[src/option_cfg_pkg.sv]
package option_cfg_pkg;

  // Flash addresses of the two option bytes.
  localparam logic [15:0] USER_OPT_ADDR = 16'h0000;
  localparam logic [15:0] SPARE_OPT_ADDR = 16'h0001;

  // Field positions inside the user option byte.
  localparam int TIMEOUT_ACTION_BIT = 7;
  localparam int ALWAYS_RUNNING_BIT = 6;
  localparam int OSC_DRIVE_HI = 5;
  localparam int OSC_DRIVE_LO = 4;
  localparam int BROWNOUT_BIT = 3;
  localparam int READ_GUARD_BIT = 2;
  localparam int RESERVED_BIT = 1;
  localparam int WRITE_GUARD_BIT = 0;

  // Erased flash reads all ones.
  localparam logic [7:0] ERASED_BYTE = 8'hFF;

  // Oscillator drive encodings.
  localparam logic [1:0] OSC_EXT_RC = 2'h0;
  localparam logic [1:0] OSC_LOW_POWER = 2'h1;
  localparam logic [1:0] OSC_MED_POWER = 2'h2;
  localparam logic [1:0] OSC_HIGH_POWER = 2'h3;

  // APB register map of the read-only status view and the keyed reload strobe.
  localparam logic [11:0] STATUS_ADDR = 12'h000;
  localparam logic [11:0] RELOAD_ADDR = 12'h004;
  localparam logic [31:0] RELOAD_KEY = 32'h0000_A55A;

endpackage : option_cfg_pkg

[src/option_byte_config_decoder.sv]
// Notes on behaviour
// - The first two flash bytes are option bytes, read as configuration, not code.
// - Timeout action bit 7 low: watchdog timeout raises an interrupt request.
// - Timeout action bit 7 high: watchdog timeout resets the device.
// - Always-running bit 6 low: watchdog runs from power-up and cannot be stopped.
// - Bit 6 high: watchdog starts on its instruction; only reset or recovery stops it.
// - Bits 5:4 pick oscillator drive: RC, low, medium or high power crystal.
// - Bit 3 keeps brown-out protection on in stop mode; low turns it off there.
// - Bit 2 low hides code and limits the debugger; high allows everything.
// - Bit 0 low blocks user program and erase; debugger mass erase still works.
// - Bit 0 high allows byte program and mass erase across all flash.
// - Erased bytes give reset on timeout, started watchdog by instruction, osc 11, readable.
// - No reset modifies the stored option bytes.
// - Every reset or stop recovery reloads the latches before the processor runs.
// - Changes to option bytes act only after the next reset, stop recovery or keyed APB reload reloads them.
// - Configuration latches are not reachable through the register file.
`timescale 1ns/1ns
module option_byte_config_decoder
(
  input wire logic clk,
  input wire logic rst,
  input wire logic stop_recovery,
  output logic cpu_hold,
  output logic flash_rd_en,
  output logic [15:0] flash_rd_addr,
  input wire logic [7:0] flash_rd_data,
  input wire logic flash_rd_valid,
  output logic config_valid,
  output logic watchdog_timeout_action,
  output logic watchdog_always_running,
  output logic [1:0] oscillator_drive_select,
  output logic brownout_always_active,
  output logic code_read_guard,
  output logic flash_write_guard,
  output logic reserved_bit_violation,
  input wire logic watchdog_timeout,
  input wire logic watchdog_start_instruction,
  input wire logic in_stop_mode,
  input wire logic user_flash_write_req,
  input wire logic user_mass_erase_req,
  input wire logic debug_mass_erase_req,
  output logic watchdog_irq_req,
  output logic watchdog_reset_req,
  output logic watchdog_enabled,
  output logic brownout_enable,
  output logic code_readable,
  output logic debugger_full_access,
  output logic user_flash_write_grant,
  output logic mass_erase_grant,
  input wire logic psel,
  input wire logic penable,
  input wire logic pwrite,
  input wire logic [11:0] paddr,
  input wire logic [31:0] pwdata,
  output logic [31:0] prdata,
  output logic pready,
  output logic pslverr
);

  typedef enum logic [3:0] {
    LOAD_USER = 4'h1,
    LOAD_SPARE = 4'h2,
    LOAD_WAIT = 4'h4,
    RUN = 4'h8
  } load_state_t;

  ////////////////////////////////////////////////////////////////////////////////
  // Load sequence: both option bytes are fetched while the processor is held.

  load_state_t state_reg;
  load_state_t state_next;
  logic [7:0] user_byte_reg;
  logic [7:0] user_byte_next;
  logic [7:0] spare_byte_reg;
  logic [7:0] spare_byte_next;
  logic valid_reg;
  logic valid_next;
  logic watchdog_started_reg;
  logic watchdog_started_next;
  logic reload_req;
  logic apb_err;

  always_comb
  begin
    state_next = state_reg;
    user_byte_next = user_byte_reg;
    spare_byte_next = spare_byte_reg;
    valid_next = valid_reg;
    unique case (state_reg)
      LOAD_USER:
      begin
        if (flash_rd_valid)
        begin
          user_byte_next = flash_rd_data;
          state_next = LOAD_SPARE;
        end
      end
      LOAD_SPARE:
      begin
        if (flash_rd_valid)
        begin
          spare_byte_next = flash_rd_data;
          state_next = LOAD_WAIT;
        end
      end
      LOAD_WAIT:
      begin
        valid_next = 1'b1;
        state_next = RUN;
      end
      RUN:
      begin
        // A stop-mode recovery reloads just as a reset does.
        if (stop_recovery || reload_req)
        begin
          valid_next = 1'b0;
          state_next = LOAD_USER;
        end
      end
      default:
      begin
        state_next = LOAD_USER;
      end
    endcase
  end

  always_ff @(posedge clk)
  begin
    if (rst)
    begin
      // Latches start at the erased value until the fetch completes.
      state_reg <= LOAD_USER;
      user_byte_reg <= option_cfg_pkg::ERASED_BYTE;
      spare_byte_reg <= option_cfg_pkg::ERASED_BYTE;
      valid_reg <= 1'b0;
    end
    else
    begin
      state_reg <= state_next;
      user_byte_reg <= user_byte_next;
      spare_byte_reg <= spare_byte_next;
      valid_reg <= valid_next;
    end
  end

  // Flash is only ever read here, so a reset never alters its contents.
  assign flash_rd_en = (state_reg == LOAD_USER) || (state_reg == LOAD_SPARE);
  assign flash_rd_addr = (state_reg == LOAD_SPARE) ? option_cfg_pkg::SPARE_OPT_ADDR :
                         option_cfg_pkg::USER_OPT_ADDR;
  assign cpu_hold = !valid_reg;
  assign config_valid = valid_reg;

  ////////////////////////////////////////////////////////////////////////////////
  // Decoded configuration from the latched copy.

  always_comb
  begin
    watchdog_timeout_action = user_byte_reg[option_cfg_pkg::TIMEOUT_ACTION_BIT];
    watchdog_always_running = user_byte_reg[option_cfg_pkg::ALWAYS_RUNNING_BIT];
    oscillator_drive_select =
      user_byte_reg[option_cfg_pkg::OSC_DRIVE_HI:option_cfg_pkg::OSC_DRIVE_LO];
    brownout_always_active = user_byte_reg[option_cfg_pkg::BROWNOUT_BIT];
    code_read_guard = user_byte_reg[option_cfg_pkg::READ_GUARD_BIT];
    flash_write_guard = user_byte_reg[option_cfg_pkg::WRITE_GUARD_BIT];
    // Reports a programmer that broke the reserved-ones convention.
    reserved_bit_violation = valid_reg &&
      (!user_byte_reg[option_cfg_pkg::RESERVED_BIT] ||
      (spare_byte_reg != option_cfg_pkg::ERASED_BYTE));
  end

  ////////////////////////////////////////////////////////////////////////////////
  // Watchdog start latch: once started only reset or recovery clears it.

  always_comb
  begin
    watchdog_started_next = watchdog_started_reg;
    if (stop_recovery)
    begin
      watchdog_started_next = 1'b0;
    end
    else if (valid_reg && watchdog_start_instruction)
    begin
      watchdog_started_next = 1'b1;
    end
  end

  always_ff @(posedge clk)
  begin
    if (rst)
    begin
      watchdog_started_reg <= 1'b0;
    end
    else
    begin
      watchdog_started_reg <= watchdog_started_next;
    end
  end

  always_comb
  begin
    watchdog_enabled = valid_reg && (!watchdog_always_running || watchdog_started_reg);
    watchdog_irq_req = valid_reg && watchdog_timeout && !watchdog_timeout_action;
    watchdog_reset_req = valid_reg && watchdog_timeout && watchdog_timeout_action;
    brownout_enable = brownout_always_active || !in_stop_mode;
    code_readable = valid_reg && code_read_guard;
    debugger_full_access = valid_reg && code_read_guard;
    user_flash_write_grant = valid_reg && flash_write_guard && user_flash_write_req;
    mass_erase_grant = valid_reg && (debug_mass_erase_req ||
      (flash_write_guard && user_mass_erase_req));
  end

  ////////////////////////////////////////////////////////////////////////////////
  // APB slave: a read-only view of loader status and a keyed reload strobe.
  // The latches themselves cannot be written from here.

  logic access;
  assign access = psel && penable;
  assign pready = 1'b1;
  assign apb_err = (paddr != option_cfg_pkg::STATUS_ADDR) &&
                   (paddr != option_cfg_pkg::RELOAD_ADDR);
  assign pslverr = access && (apb_err || (pwrite && paddr == option_cfg_pkg::STATUS_ADDR));
  // A reload stands in for a system reset request from software.
  assign reload_req = access && pwrite && (paddr == option_cfg_pkg::RELOAD_ADDR) &&
                      (pwdata == option_cfg_pkg::RELOAD_KEY);

  logic [31:0] prdata_reg;
  logic [31:0] prdata_next;

  always_comb
  begin
    prdata_next = prdata_reg;
    if (psel && !penable && !pwrite)
    begin
      if (paddr == option_cfg_pkg::STATUS_ADDR)
      begin
        // Only loader status; the option values stay hidden.
        prdata_next = {29'h0, reserved_bit_violation, watchdog_started_reg, valid_reg};
      end
      else
      begin
        prdata_next = 32'h0000_0000;
      end
    end
  end

  always_ff @(posedge clk)
  begin
    if (rst)
    begin
      prdata_reg <= 32'h0000_0000;
    end
    else
    begin
      prdata_reg <= prdata_next;
    end
  end

  assign prdata = prdata_reg;
endmodule : option_byte_config_decoder

[config.mk]
export PLATFORM = sky130hd
export DESIGN_NAME = option_byte_config_decoder
export DESIGN_NICKNAME = d
export VERILOG_FILES = /design/src/option_cfg_pkg.sv /design/src/option_byte_config_decoder.sv
export SDC_FILE = /design/constraint.sdc
export NUM_CORES = 1
export LEC_CHECK = 0
export ABC_AREA = 1
export BUFFER_PORTS_ARGS = -buffer_cell sky130_fd_sc_hd__buf_2
export CAP_MARGIN = 25
export CORE_ASPECT_RATIO = 0.8
export CORE_MARGIN = 2
export CORE_UTILIZATION = 39
export DETAILED_ROUTE_END_ITERATION = 8
export PLACE_DENSITY_LB_ADDON = 0.3
export SLEW_MARGIN = 5
export SYNTH_ARGS = -nofsm -noshare
export SYNTH_HDL_FRONTEND = slang
export SYNTH_SLANG_ARGS = --single-unit
export TNS_END_PERCENT = 1
[constraint.sdc]
create_clock -name clk -period 1.5 [get_ports clk]
set_clock_uncertainty 0.15 [all_clocks]
set_input_delay 0.225 -clock clk [delete_from_list [all_inputs] [get_ports clk]]
set_output_delay 0.225 -clock clk [all_outputs]
set_load 0.03 [all_outputs]
# == Word-level counts from Yosys, hierarchy flattened ==
# Index checks and enable logic that the tools add are counted.
# totals
regBits,54
inputBits,65
wordCells,67
out_inout_bits,69
# op_classes
mux,8
n_reduce_logical,42
n_eq_ne,11
# op_table
cell,n
$eq A32 B16 Y1 const B,1
$logic_and A1 B1 Y1,20
$pmux W4 S4,1
$eq A12 B3 Y1 const B,1
$logic_not A12 Y1,1
$mux W4,3
$ne A12 B3 Y1 const B,1
$reduce_bool A12 Y1,1
$ne A8 B8 Y1 const B,1
$logic_not A1 Y1,7
$logic_or A1 B1 Y1,7
$ne A2 B2 Y1 const B,3
$reduce_and A2 Y1,3
$eq A4 B1 Y1 const B,1
$eq A4 B2 Y1 const B,1
$eq A4 B3 Y1 const B,1
$eq A4 B4 Y1 const B,1
$mux W3,1
$reduce_and A3 Y1,1
$mux W1,2
$pmux W1 S2,1
$reduce_bool A2 Y1,1
$reduce_or A2 Y1,1

# == Longest topological paths before layout ==
# logic_depth
depth_word,7
depth_mapped,11
ltp_nobuf,11

# == Worst setup path after synthesis ==
# No wires, ideal clock.
# synth_timing
path_type,flip-flop to output port
from,register valid_reg (netlist: config_valid)
to,output port watchdog_enabled
path_stages_with_launch,3
n_path_buf,0
required_ps,1125
arrival_time_ps,1416
slack_ps,-291
cell_sequence,dfxtp_1 inv_1 a21oi_1
# synth_via
elab_chain_cells,1
# synth_lines
element,line,source
from (decl),option_byte_config_decoder.sv:76,logic valid_reg;
from (signal assigned),option_byte_config_decoder.sv:142,valid_reg <= valid_next;
$logic_and A1 B1 Y1,option_byte_config_decoder.sv:201,watchdog_enabled = valid_reg && (!watchdog_always_running || watchdog_started_reg);
to (decl),option_byte_config_decoder.sv:44,"output logic watchdog_enabled,"
# Every way passes these cells.

# == Worst setup path in the final report ==
# layout_timing
from,register state_reg[2]
to,output port flash_rd_en
# layout_via
elab_chain_cells,2
word_cells_on_any_way,3
classes_between,eq/ne: 2; reduce/logical: 1
# layout_lines
element,line,source
from (decl),option_byte_config_decoder.sv:70,load_state_t state_reg;
from (signal assigned),option_byte_config_decoder.sv:139,state_reg <= state_next;
$eq A4 B1 Y1 / $eq A4 B2 Y1 (equally long branches),option_byte_config_decoder.sv:147,assign flash_rd_en = (state_reg == LOAD_USER) || (state_reg == LOAD_SPARE);
$logic_or A1 B1 Y1 *,option_byte_config_decoder.sv:147,
to (decl),option_byte_config_decoder.sv:24,"output logic flash_rd_en,"
# Mark *: on every way between the ends. The rest lies on a longest branch, timed or not.

==> impl_metrics.csv <==
group,metric,value,unit
critical_path,critPathKind,"flop to output pin",
sta,period_minus_slack,1.584,ns
synthesis,ys_types,25,
synthesis,yosysMostFrequentCell,"nand2_1",
synthesis,synth_edf_count,0,
critical_path,worstPathRequired,1.12,ns
pwr,leakage,1.225,nW
synthesis,synthCells,245,
finish,fillCellCount,413,
placement,io_buffer_count,88,
sta,tns,-0.2805,ns
floorplanning,initial_utilization,39.80,%
min_path,hp-class,"primary input to flop",
cts,clk_pin_slew,0.09,ns
global_routing,grt_pass1_vias,1453,
synthesis,yosys_register_bits,25,
cts,cts_root_buf,"clkbuf_8",
floorplanning,fp.dieArea,0.004720,mm²
synthesis,synth_area,0.001632,mm²
sta,period_share,105.6,%
floorplanning,core-area,0.004099,mm²
sta,slew_violations,0,
cts,cts_sinks,25,
synthesis,yosysSeqAreaShare,30.67,%
sta,fmax,0.6313,GHz
finish,regArea,516.7,µm²
synthesis,netlist_top_cells_area,"dfxtp_1, buf_4, nand2_1",
cts,cts_tree,"built",
cts,clk_latency,0.27,ns
cts,cts_made_buffers,3,
finish,multi_input_area,855.8,µm²
critical_path,endpoint_kind,"output pin",
global_routing,grt_max_degree,19,
sta,setup_slack,-0.08400,ns
synthesis,async_reset_ff_share,0,%
finish,syn2layout_area_growth,32.90,%
pwr,power_density,762.8,mW/mm²
drt,postRouteAntennaNets,0,
sta,holdWs,0.03220,ns
drt,vias,1598,
drt,wl_per_cell,9.561,µm
synthesis,synth_area_leader_cell,"dfxtp_1",
global_routing,track_usage,16.03,%
status,violations,"setup timing",
global_routing,grt_pass1_wl,6182,µm
pwr,ir_drop,0.0006500,V
synthesis,syn_avg_cell_area,6.659,µm²
synthesis,ys_top_cells_by_count,"nand2_1, buf_4, nor2_1",
finish,layout.nets,405,
floorplanning,die_x,76.32,µm
critical_path,critPathLaunchType,"flop",
finish,drive_above_1_share,38.64,%
synthesis,synth_top_area_share,30.67,%
drt,wl,3786,µm
floorplanning,die_h,61.85,µm
min_path,holdPathStages,3,
critical_path,cp_max_fo,3,
global_routing,antenna_found_initial,0,
global_routing,overflow,0,
placement,gp_congestion,0.7272,
floorplanning,row_count,21,
sta,hold_violations,0,
drt,dr.pass1.iters,4,
sta,rsz0062_at_grt,"true",
cts,ctsLongestPathBuffers,2,
flow_run,max_cap_violations,0,
finish,diodes,0,
sta,setup_viol,12,
drt,vias_per_cell,4.035,
status,status,"finished with violations",
drt,drt_iter0_drc,66,
synthesis,synth_ff_type,"dfxtp_1",
critical_path,cp_data_arrival_time,1.21,ns
cts,h-tree-depth,1,
floorplanning,io_pins,134,
critical_path,reg2reg_depth,9,
placement,dp_slack,0.06750,ns
placement,hpwl,3012,µm
synthesis,yosysWarnings,0,
drt,route.detailed.drc,0,
==> critical path: stages (launching register included) <==
cell and delay [ns]:
dfxtp_2 0.34, nor2_2 0.10, inv_2 0.06, nor3_4 0.16, inv_2 0.06, nand2_2 0.08, buf_6 0.13
==> power by group <==
part	internal [mW]	total (mW)	switching [mW]
logic	0.163	0.525	0.362
registers	0.701	0.732	0.0305
clock network	0.188	0.397	0.210
==> worst paths after layout <==
| kind | from | endpoint | slack [ns] |
|---|---|---|---|
| worst max-delay path | state_reg[2] | flash_rd_en | -0.08 |
| worst min register to register | spare_byte_reg[5] | spare_byte_reg[5] | 0.31 |
| worst min-delay path | flash_rd_data[2] | user_byte_reg[2] | 0.03 |
| worst max register to register | state_reg[2] | spare_byte_reg[1] | -0.03 |
==> placed cells by master (no fill, tap or decap), drive strengths merged <==
cell,instances
nor4,1
nor3,5
dfxtp,25
o21ai,1
nand3b,1
buf,98
nor2,31
nand3,20
nand2,65
o211ai,2
inv,25
and3,1
clkbuf,3
nand4,3
clkinv,1
clkinvlp,2
conb,45
o31ai,1
a21oi,9
==> cell families (layout without fill, tap and decap cells) <==
group | Yosys count | count (layout) | synth area share, %
other | 2 | 45 | 0.4603
AND/OR/NAND/NOR | 127 | 127 | 34.59
buffers and inverters | 78 | 129 | 29.83
AO/OA/AOI/OAI | 13 | 13 | 4.447
flip-flops | 25 | 25 | 30.67
==> layout make-up <==
class / instances / share of cell area (%)
Clock buffer: 3 / 1.904
Tap cell: 57 / 3.289
Clock inverter: 1 / 0.3462
Sequential cell: 25 / 23.83
Inverter: 27 / 4.962
Timing Repair Buffer: 98 / 26.20
Multi-Input combinational cell: 185 / 39.47
==> metrics by stage <==
stage,utilization (%),total power [mW],instances,area (µm²)
5_1_grt,52.90,1.747,396,2168
4_1_cts,52.17,1.661,392,2138
2_1_floorplan,-,1.189,288,1824
6_report,52.90,1.654,396,2168
3_3_place_gp,48.69,1.241,386,1996
3_5_place_dp,48.69,1.244,386,1996
==> routing by layer <==
layer / track usage, % / wire [µm] / part of all wire (%)
met3: 3.613 / 291 / 7.7
met1: 19.33 / 1699 / 45
met2: 31.61 / 1794 / 47
met5: 0 / 0 / 0
met4: 0.7792 / 0 / 0
==> timing repair <==
action / CTS / global route
hold buffers: 0 / 0
pin swaps: 4 / 1
gates resized for setup: 30 / 0
buffers inserted: 2 / 4
endpoints found under the setup margin: 8 / 20
(Power assumes the default switching activity.)
